### config.mk
export PLATFORM = sky130hd
export DESIGN_NAME = isms_top
export DESIGN_NICKNAME = d
export VERILOG_FILES = /design/src/verilog/isms_pkg.sv /design/src/verilog/isms_flag_if.sv /design/src/verilog/isms_top.sv /design/src/verilog/isms_flag_bank.sv /design/src/verilog/isms_sleep_ctl.sv
export SDC_FILE = /design/constraint.sdc
export NUM_CORES = 1
export LEC_CHECK = 0
export ABC_AREA = 1
export CAP_MARGIN = 10
export CELL_PAD_IN_SITES_DETAIL_PLACEMENT = 1
export CELL_PAD_IN_SITES_GLOBAL_PLACEMENT = 1
export CORE_ASPECT_RATIO = 0.9
export CORE_UTILIZATION = 41
export CTS_CLUSTER_SIZE = 10
export DETAILED_ROUTE_END_ITERATION = 10
export DONT_BUFFER_PORTS = 1
export GPL_ROUTABILITY_DRIVEN = 0
export MAX_ROUTING_LAYER = met4
export PLACE_DENSITY = 0.79
export SLEW_MARGIN = 20
export SYNTH_ARGS = -nofsm -noshare
export SYNTH_HDL_FRONTEND = slang
export SYNTH_HIERARCHICAL = 1
export SYNTH_SLANG_ARGS = --single-unit
### constraint.sdc
create_clock -name core_clk -period 1.5 [get_ports core_clk]
set_input_delay 0.225 -clock core_clk [delete_from_list [all_inputs] [get_ports core_clk]]
set_output_delay 0.225 -clock core_clk [all_outputs]
set_load 0.02 [all_outputs]
### src/verilog/isms_pkg.sv
/*
 * constants for the interrupt source, system mode and fifo trigger
 * select registers: offsets, bit positions, mode codes, rates.
 * assumes a register port with byte addresses and one core clock.
 */
package isms_pkg;
    localparam logic [7:0] ISMS_TRIG_OFS = 8'h0a;
    localparam logic [7:0] ISMS_MODE_OFS = 8'h0b;
    localparam logic [7:0] ISMS_SRC_OFS = 8'h0c;
    localparam logic [7:0] ISMS_ZERO = 8'h00;
    localparam logic [7:0] ISMS_TRIG_MASK = 8'h3c;
    localparam logic [7:0] ISMS_SRC_MASK = 8'hfd;
    localparam int ISMS_B_ASLP = 7;
    localparam int ISMS_B_FIFO = 6;
    localparam int ISMS_B_TRANS = 5;
    localparam int ISMS_B_ORIENT = 4;
    localparam int ISMS_B_TAP = 3;
    localparam int ISMS_B_FALL = 2;
    localparam int ISMS_B_RSVD = 1;
    localparam int ISMS_B_DRDY = 0;
    localparam int ISMS_AGE_W = 5;
    localparam int ISMS_CNT_W = 6;
    localparam int ISMS_LIM_W = 8;
    localparam int ISMS_DIV_W = 24;
    localparam logic [ISMS_AGE_W-1:0] ISMS_AGE_MAX = 5'h1f;
    localparam int ISMS_CLK_HZ = 125_000_000;
    localparam int ISMS_ODR_FAST_HZ = 800;
    localparam int ISMS_ODR_SLOW_HZ = 50;
    localparam int ISMS_FAST_CYC = ISMS_CLK_HZ / ISMS_ODR_FAST_HZ;
    localparam int ISMS_SLOW_CYC = ISMS_CLK_HZ / ISMS_ODR_SLOW_HZ;
    typedef enum logic [1:0] {
        ISMS_STANDBY = 2'b00,
        ISMS_WAKE = 2'b01,
        ISMS_SLEEP = 2'b10
    } isms_mode_t;
endpackage

### src/verilog/isms_flag_if.sv
/*
 * carrier between the top and a sticky flag bank: set levels,
 * clear strobes and the flags themselves.
 * assumes one clock shared by both ends.
 */
`timescale 1ns/1ps
interface isms_flag_if #(parameter int W = 8);
    logic [W-1:0] lvl;
    logic [W-1:0] clr;
    logic [W-1:0] q;
    modport owner (output lvl, output clr, input q);
    modport bank (input lvl, input clr, output q);
endinterface

### src/verilog/isms_top.sv
/*
 * fifo trigger select, system mode and interrupt source registers.
 * assumes the host port decodes reads and writes into one-cycle
 * strobes, and that the function blocks, fifo and data path give
 * their event levels and source-register read strobes on core_clk.
 */
`timescale 1ns/1ps
module isms_top
    import isms_pkg::*;
#(
    parameter int ODR_FAST_CYC = ISMS_FAST_CYC,
    parameter int ODR_SLOW_CYC = ISMS_SLOW_CYC
) (
    input wire logic core_clk,
    input wire logic rstn,
    input wire logic [7:0] reg_addr,
    input wire logic reg_rd,
    input wire logic reg_wr,
    input wire logic [7:0] reg_wdata,
    output logic [7:0] reg_rdata_q,
    input wire logic [7:0] int_enable,
    input wire logic [7:0] wake_enable,
    input wire logic active_en,
    input wire logic auto_sleep_en,
    input wire logic [ISMS_LIM_W-1:0] inactivity_limit,
    input wire logic transient_active,
    input wire logic orientation_changed,
    input wire logic tap_active,
    input wire logic fall_motion_active,
    input wire logic xyz_new_data,
    input wire logic xyz_overrun,
    input wire logic fifo_overflow,
    input wire logic [ISMS_CNT_W-1:0] fifo_sample_count,
    input wire logic [ISMS_CNT_W-1:0] fifo_watermark,
    input wire logic fifo_gate_error_det,
    input wire logic fifo_empty,
    input wire logic fifo_status_read,
    input wire logic transient_source_read,
    input wire logic orientation_status_read,
    input wire logic tap_source_read,
    input wire logic fall_motion_source_read,
    input wire logic xyz_data_read,
    output logic fifo_trigger_q,
    output isms_mode_t system_mode_q,
    output logic odr_low_q
);
    logic [7:0] trig_sel_q;
    logic fifo_gate_error_q;
    logic [ISMS_AGE_W-1:0] gate_error_age_q;
    logic [7:0] mode_word;
    logic [7:0] rdata_d;
    logic mode_rd;
    logic odr_tick;
    logic aslp_evt;
    logic activity;
    logic wake_evt;
    logic fifo_level;

    isms_flag_if #(.W(8)) st_if ();
    isms_flag_if #(.W(8)) tr_if ();

    assign mode_rd = reg_rd && reg_addr == ISMS_MODE_OFS;

    // host write of the trigger select; reserved bits never stored
    always_ff @(posedge core_clk) begin
        if (!rstn) begin
            trig_sel_q <= ISMS_ZERO;
        end else if (reg_wr && reg_addr == ISMS_TRIG_OFS) begin
            trig_sel_q <= reg_wdata & ISMS_TRIG_MASK;
        end
    end

    // equality, not >=: a fifo sitting above its mark sets only once
    assign fifo_level = fifo_overflow
        || fifo_sample_count == fifo_watermark;

    // event levels, each but the sleep bit gated by its own interrupt enable
    always_comb begin
        st_if.lvl = ISMS_ZERO;
        st_if.lvl[ISMS_B_ASLP] = aslp_evt;
        st_if.lvl[ISMS_B_FIFO] =
            int_enable[ISMS_B_FIFO] & fifo_level;
        st_if.lvl[ISMS_B_TRANS] =
            int_enable[ISMS_B_TRANS] & transient_active;
        st_if.lvl[ISMS_B_ORIENT] =
            int_enable[ISMS_B_ORIENT] & orientation_changed;
        st_if.lvl[ISMS_B_TAP] =
            int_enable[ISMS_B_TAP] & tap_active;
        st_if.lvl[ISMS_B_FALL] =
            int_enable[ISMS_B_FALL] & fall_motion_active;
        st_if.lvl[ISMS_B_DRDY] = int_enable[ISMS_B_DRDY]
            & (xyz_new_data | xyz_overrun);
    end

    // each flag drops only on a read of its own source register
    always_comb begin
        st_if.clr = ISMS_ZERO;
        st_if.clr[ISMS_B_ASLP] = mode_rd;
        st_if.clr[ISMS_B_FIFO] = fifo_status_read;
        st_if.clr[ISMS_B_TRANS] = transient_source_read;
        st_if.clr[ISMS_B_ORIENT] = orientation_status_read;
        st_if.clr[ISMS_B_TAP] = tap_source_read;
        st_if.clr[ISMS_B_FALL] = fall_motion_source_read;
        // reading the data status register alone does not count
        st_if.clr[ISMS_B_DRDY] = xyz_data_read;
    end

    // trigger indications share levels and clears, masked by select
    assign tr_if.lvl = st_if.lvl & trig_sel_q;
    assign tr_if.clr = st_if.clr;

    isms_flag_bank #(
        .W(8),
        .MASK(ISMS_SRC_MASK)
    ) u_status (
        .clk(core_clk),
        .rstn(rstn),
        .fi(st_if)
    );

    isms_flag_bank #(
        .W(8),
        .MASK(ISMS_TRIG_MASK)
    ) u_trigger (
        .clk(core_clk),
        .rstn(rstn),
        .fi(tr_if)
    );

    always_ff @(posedge core_clk) begin
        if (!rstn) begin
            fifo_trigger_q <= 1'b0;
        end else begin
            fifo_trigger_q <= |tr_if.q;
        end
    end

    // the sleep bit itself is not activity; activity only restarts the idle count
    assign activity = |(st_if.lvl & ISMS_SRC_MASK
        & ~(ISMS_ZERO | (8'h01 << ISMS_B_ASLP)));
    // the sleep bit is a result of a mode change, never a cause of one
    assign wake_evt = |(st_if.lvl & wake_enable
        & ~(ISMS_ZERO | (8'h01 << ISMS_B_ASLP)));

    isms_sleep_ctl #(
        .FAST_CYC(ODR_FAST_CYC),
        .SLOW_CYC(ODR_SLOW_CYC)
    ) u_sleep (
        .clk(core_clk),
        .rstn(rstn),
        .active_en(active_en),
        .auto_en(auto_sleep_en),
        .limit(inactivity_limit),
        .activity(activity),
        .wake_evt(wake_evt),
        .mode_q(system_mode_q),
        .odr_low_q(odr_low_q),
        .tick_q(odr_tick),
        .aslp_evt_q(aslp_evt)
    );

    // gate error: detection wins over an emptying fifo
    always_ff @(posedge core_clk) begin
        if (!rstn) begin
            fifo_gate_error_q <= 1'b0;
        end else if (fifo_gate_error_det) begin
            fifo_gate_error_q <= 1'b1;
        end else if (fifo_empty) begin
            fifo_gate_error_q <= 1'b0;
        end
    end

    // age sticks at its top value rather than wrapping
    always_ff @(posedge core_clk) begin
        if (!rstn) begin
            gate_error_age_q <= '0;
        end else if (!fifo_gate_error_q) begin
            gate_error_age_q <= '0;
        end else if (fifo_empty && !fifo_gate_error_det) begin
            gate_error_age_q <= '0;
        end else if (odr_tick && gate_error_age_q != ISMS_AGE_MAX) begin
            gate_error_age_q <= gate_error_age_q + 1'b1;
        end
    end

    assign mode_word = {fifo_gate_error_q, gate_error_age_q,
        system_mode_q};

    // unmapped addresses read zero
    always_comb begin
        rdata_d = ISMS_ZERO;
        unique case (reg_addr)
            ISMS_TRIG_OFS: rdata_d = trig_sel_q & ISMS_TRIG_MASK;
            ISMS_MODE_OFS: rdata_d = mode_word;
            ISMS_SRC_OFS: rdata_d = st_if.q & ISMS_SRC_MASK;
            default: rdata_d = ISMS_ZERO;
        endcase
    end

    always_ff @(posedge core_clk) begin
        if (!rstn) begin
            reg_rdata_q <= ISMS_ZERO;
        end else if (reg_rd) begin
            reg_rdata_q <= rdata_d;
        end
    end
endmodule

### src/verilog/isms_flag_bank.sv
/*
 * bank of sticky flags set on a rising edge of their level and
 * cleared by a strobe; set wins over clear.
 * assumes levels and strobes come from logic on the same clock.
 */
`timescale 1ns/1ps
module isms_flag_bank
    import isms_pkg::*;
#(
    parameter int W = 8,
    parameter logic [W-1:0] MASK = '1
) (
    input wire logic clk,
    input wire logic rstn,
    isms_flag_if.bank fi
);
    logic [W-1:0] prev_q;
    logic [W-1:0] rise;
    logic [W-1:0] flag_d;

    genvar i;
    generate
        for (i = 0; i < W; i++) begin : g_bit
            if (MASK[i]) begin : g_live
                // edge, not level: a held event sets once
                assign rise[i] = fi.lvl[i] & ~prev_q[i];
                // set wins over a clear in the same cycle
                assign flag_d[i] = rise[i] | (fi.q[i] & ~fi.clr[i]);
            end else begin : g_rsvd
                assign rise[i] = 1'b0;
                assign flag_d[i] = 1'b0;
            end
        end
    endgenerate

    always_ff @(posedge clk) begin
        if (!rstn) begin
            prev_q <= '0;
        end else begin
            prev_q <= fi.lvl;
        end
    end

    always_ff @(posedge clk) begin
        if (!rstn) begin
            fi.q <= '0;
        end else begin
            fi.q <= flag_d;
        end
    end
endmodule

### src/verilog/isms_sleep_ctl.sv
/*
 * standby, wake and sleep sequencing with the data-rate divider.
 * assumes activity and wake levels come from the status logic.
 */
`timescale 1ns/1ps
module isms_sleep_ctl
    import isms_pkg::*;
#(
    parameter int FAST_CYC = ISMS_FAST_CYC,
    parameter int SLOW_CYC = ISMS_SLOW_CYC
) (
    input wire logic clk,
    input wire logic rstn,
    input wire logic active_en,
    input wire logic auto_en,
    input wire logic [ISMS_LIM_W-1:0] limit,
    input wire logic activity,
    input wire logic wake_evt,
    output isms_mode_t mode_q,
    output logic odr_low_q,
    output logic tick_q,
    output logic aslp_evt_q
);
    localparam logic [ISMS_DIV_W-1:0] FAST_LD = ISMS_DIV_W'(FAST_CYC - 1);
    localparam logic [ISMS_DIV_W-1:0] SLOW_LD = ISMS_DIV_W'(SLOW_CYC - 1);
    localparam logic [ISMS_LIM_W-1:0] IDLE_MAX = '1;
    logic [ISMS_DIV_W-1:0] div_q;
    logic [ISMS_LIM_W-1:0] idle_q;
    isms_mode_t mode_d;

    // data-rate enable pulse; period follows the current rate
    always_ff @(posedge clk) begin
        if (!rstn) begin
            div_q <= '0;
            tick_q <= 1'b0;
        end else if (mode_q == ISMS_STANDBY) begin
            div_q <= FAST_LD;
            tick_q <= 1'b0;
        end else if (div_q == '0) begin
            div_q <= odr_low_q ? SLOW_LD : FAST_LD;
            tick_q <= 1'b1;
        end else begin
            div_q <= div_q - 1'b1;
            tick_q <= 1'b0;
        end
    end

    // saturates so a long quiet spell cannot wrap back to zero
    always_ff @(posedge clk) begin
        if (!rstn) begin
            idle_q <= '0;
        end else if (activity || mode_q != ISMS_WAKE) begin
            idle_q <= '0;
        end else if (tick_q && idle_q != IDLE_MAX) begin
            idle_q <= idle_q + 1'b1;
        end
    end

    always_comb begin
        mode_d = mode_q;
        unique case (mode_q)
            ISMS_STANDBY: begin
                if (active_en) begin
                    mode_d = ISMS_WAKE;
                end
            end
            ISMS_WAKE: begin
                if (auto_en && tick_q && idle_q > limit) begin
                    mode_d = ISMS_SLEEP;
                end
            end
            ISMS_SLEEP: begin
                if (wake_evt || !auto_en) begin
                    mode_d = ISMS_WAKE;
                end
            end
            default: begin
                mode_d = ISMS_STANDBY;
            end
        endcase
        if (!active_en) begin
            mode_d = ISMS_STANDBY;
        end
    end

    always_ff @(posedge clk) begin
        if (!rstn) begin
            mode_q <= ISMS_STANDBY;
            odr_low_q <= 1'b0;
            aslp_evt_q <= 1'b0;
        end else begin
            mode_q <= mode_d;
            odr_low_q <= (mode_d == ISMS_SLEEP);
            aslp_evt_q <= (mode_q == ISMS_WAKE && mode_d == ISMS_SLEEP)
                || (mode_q == ISMS_SLEEP && mode_d == ISMS_WAKE);
        end
    end
endmodule

==> results.toml <==
[floorplanning]
initial_core_util_pct = 43.2
core.rowCount = 34
core_um2 = 9870
die_w_um = 109
io_pins = 85
dieArea_um2 = 10800
fp.dieH_um = 98.7

[run_status]
outcome = "finished, final reports clean"

[sta]
skew_ns = 0.00650
max_freq_mhz = 683
setup_viol = 0
rsz0062_at_grt = "yes"
hold_violations = 0
layout_min_cycle_time_ns = 1.46
fin_crit_sh_pct = 97.6
final_max_slew_viol_count = 0

[placement]
numPortBuffers = 0
hpwlAfterDp_mm = 8.64

[critical_path]
arrival_ns = 1.68
endpoint_kind = "flop"
crit_type = "flop to flop"
cp.required_ns = 1.71
start_kind = "flop"
path_max_fanout = 5

[layout]
register_area_um2 = 1570
diodes = 0
fillers = 1315
final_core_util_pct = 51.0
areaGrowthSynthToFinish_pct = 18.1
drive_gt1_share_pct = 19.5
multi_input_area_um2 = 2320
final_nets = 731

[global_route]
grt_max_degree = 42
overflow = 0
grt_pass1_wl_mm = 19.3
grt_pass1_vias = 4157
antenna_found_initial = 0
grt_util_all_layers_pct = 23.7

[detailed_routing]
via_count = 3874
ant_nets = 0
wirelength_mm = 11.7
drc_errors = 0
firstDrtPassIters = 4
wl_per_cell_um = 15.0
viasPerCell = 4.99
first_iter_violations = 91

[run]
drv_cap = 0

[clock_tree]
cts_root_buf = "clkbuf_16"
cts.htree.levels = 3
clkLatencyLatePin_ns = 0.33
cts_made_buffers = 9
cts_tree = "built"
clock-sinks = 78
clk_pin_slew_worst_paths_ns = 0.06
cts_buffer_depth = 2

[synthesis]
synthesis.area_um2 = 4260
ys.warnings.count = 6
netlist_instances = 606
synth_area_per_cell_um2 = 7.03

[pwr]
p_leak_nw = 2.32
power_mw = 4.62
ir_drop_mv = 0.612
powerDensity_nw_per_um2 = 918

[hold_path]
hold_class = "primary input to flop"
-- final cells by class --
class,instances,area share [%]
flip-flops and latches,78,31.2
multi-input cells,409,46.1
repair buffers,37,5.87
clock buffers,11,4.63
inverters,111,8.34
clock inverters,5,0.722
well taps,126,3.14
-- cells in the final DEF, fill, tap and decap left out, types with 3 or more instances in the layout --
cell type	count
nand2_1	128
inv_1	105
dfxtp_1	71
nand3_1	62
nor2_1	54
buf_4	34
a21oi_1	29
nor2_2	16
xor2_1	13
nand2_2	13
nor2_4	13
clkbuf_16	9
xnor2_1	9
o21ai_0	8
ha_1	8
o21ai_1	7
dfxtp_2	7
nand2_4	5
nand4_1	5
inv_2	4
nor4_1	4
conb_1	4
nand3_4	3
a21oi_2	3
clkinvlp_4	3
nand3_2	3
-- routing by layer --
| metal | GRT usage, % | up-vias | wire [um] | share of wire [%] |
|---|---|---|---|---|
| li1 | - | 1955 | - | - |
| met1 | 27.7 | 1838 | 5180 | 44 |
| met2 | 41.0 | 62 | 5940 | 51 |
| met3 | 4.56 | 19 | 335 | 2.9 |
| met4 | 6.87 | 0 | 230 | 2.0 |
| met5 | - | - | 0 | 0 |
-- flip-flops by register name, summed over array words and instances, names as in the netlist, 2 cells and up --
signal            count
gate_error_age_q      5
reg_rdata_q           8
trig_sel_q            4
u_sleep/div_q        24
u_sleep/idle_q        8
u_sleep/mode_q        2
u_status/fi.q         7
u_status/prev_q       7
u_trigger/fi.q        4
u_trigger/prev_q      4
-- final timing paths --
kind                                                    start                             end  slack, ns  cells past startpoint
worst max-delay path              u_sleep/div_q[5]$_SDFF_PP0_    u_sleep/div_q[17]$_SDFF_PN0_       0.04                      8
worst min-delay path                                     rstn  u_trigger/prev_q[2]$_SDFF_PN0_       0.02                      2
worst max register to register    u_sleep/div_q[5]$_SDFF_PP0_    u_sleep/div_q[17]$_SDFF_PN0_       0.04                      8
worst min register to register  u_sleep/aslp_evt_q$_SDFF_PN0_   u_status/prev_q[7]$_SDFF_PN0_       0.43                      2
-- per-stage QoR --
step | hold slack (ns) | setup WS, ns | TNS [ns] | cell area [um^2] | cells
floorplan | 0.318 | 0.0135 | 0 | 4270 | 609
global placement | 0.326 | -0.0238 | -0.0238 | 4570 | 755
detailed placement | 0.326 | -0.0667 | -0.286 | 4570 | 755
CTS | 0.00103 | 0.00271 | 0 | 4920 | 774
global route | 0.0100 | -0.0154 | -0.0371 | 5030 | 777
finish | 0.0169 | 0.0358 | 0 | 5030 | 777
-- worst max-delay path, stage by stage, from the launching register on --
cell     delay, ns
dfxtp_1       0.34
nor2_1        0.15
nand2_1       0.10
nor2_4        0.21
nand2_4       0.10
o21ai_1       0.17
nand3_1       0.09
nor2_1        0.11
nor2_1        0.06
-- power breakdown --
group,switching (mW),total [mW],internal [mW]
Combinational,0.290,0.470,0.180
Sequential,0.0406,2.16,2.12
Clock,0.869,1.99,1.12
Total,1.20,4.62,3.42
-- repair_timing --
action                                  in CTS  in global routing
pin swaps                                    6                 10
hold buffers                                 2                  0
endpoints found under the hold margin       11                  0
buffers inserted                             1                  3
endpoints found under the setup margin      21                 31
gates resized for setup                     13                 32
(Power assumes the default switching activity.)
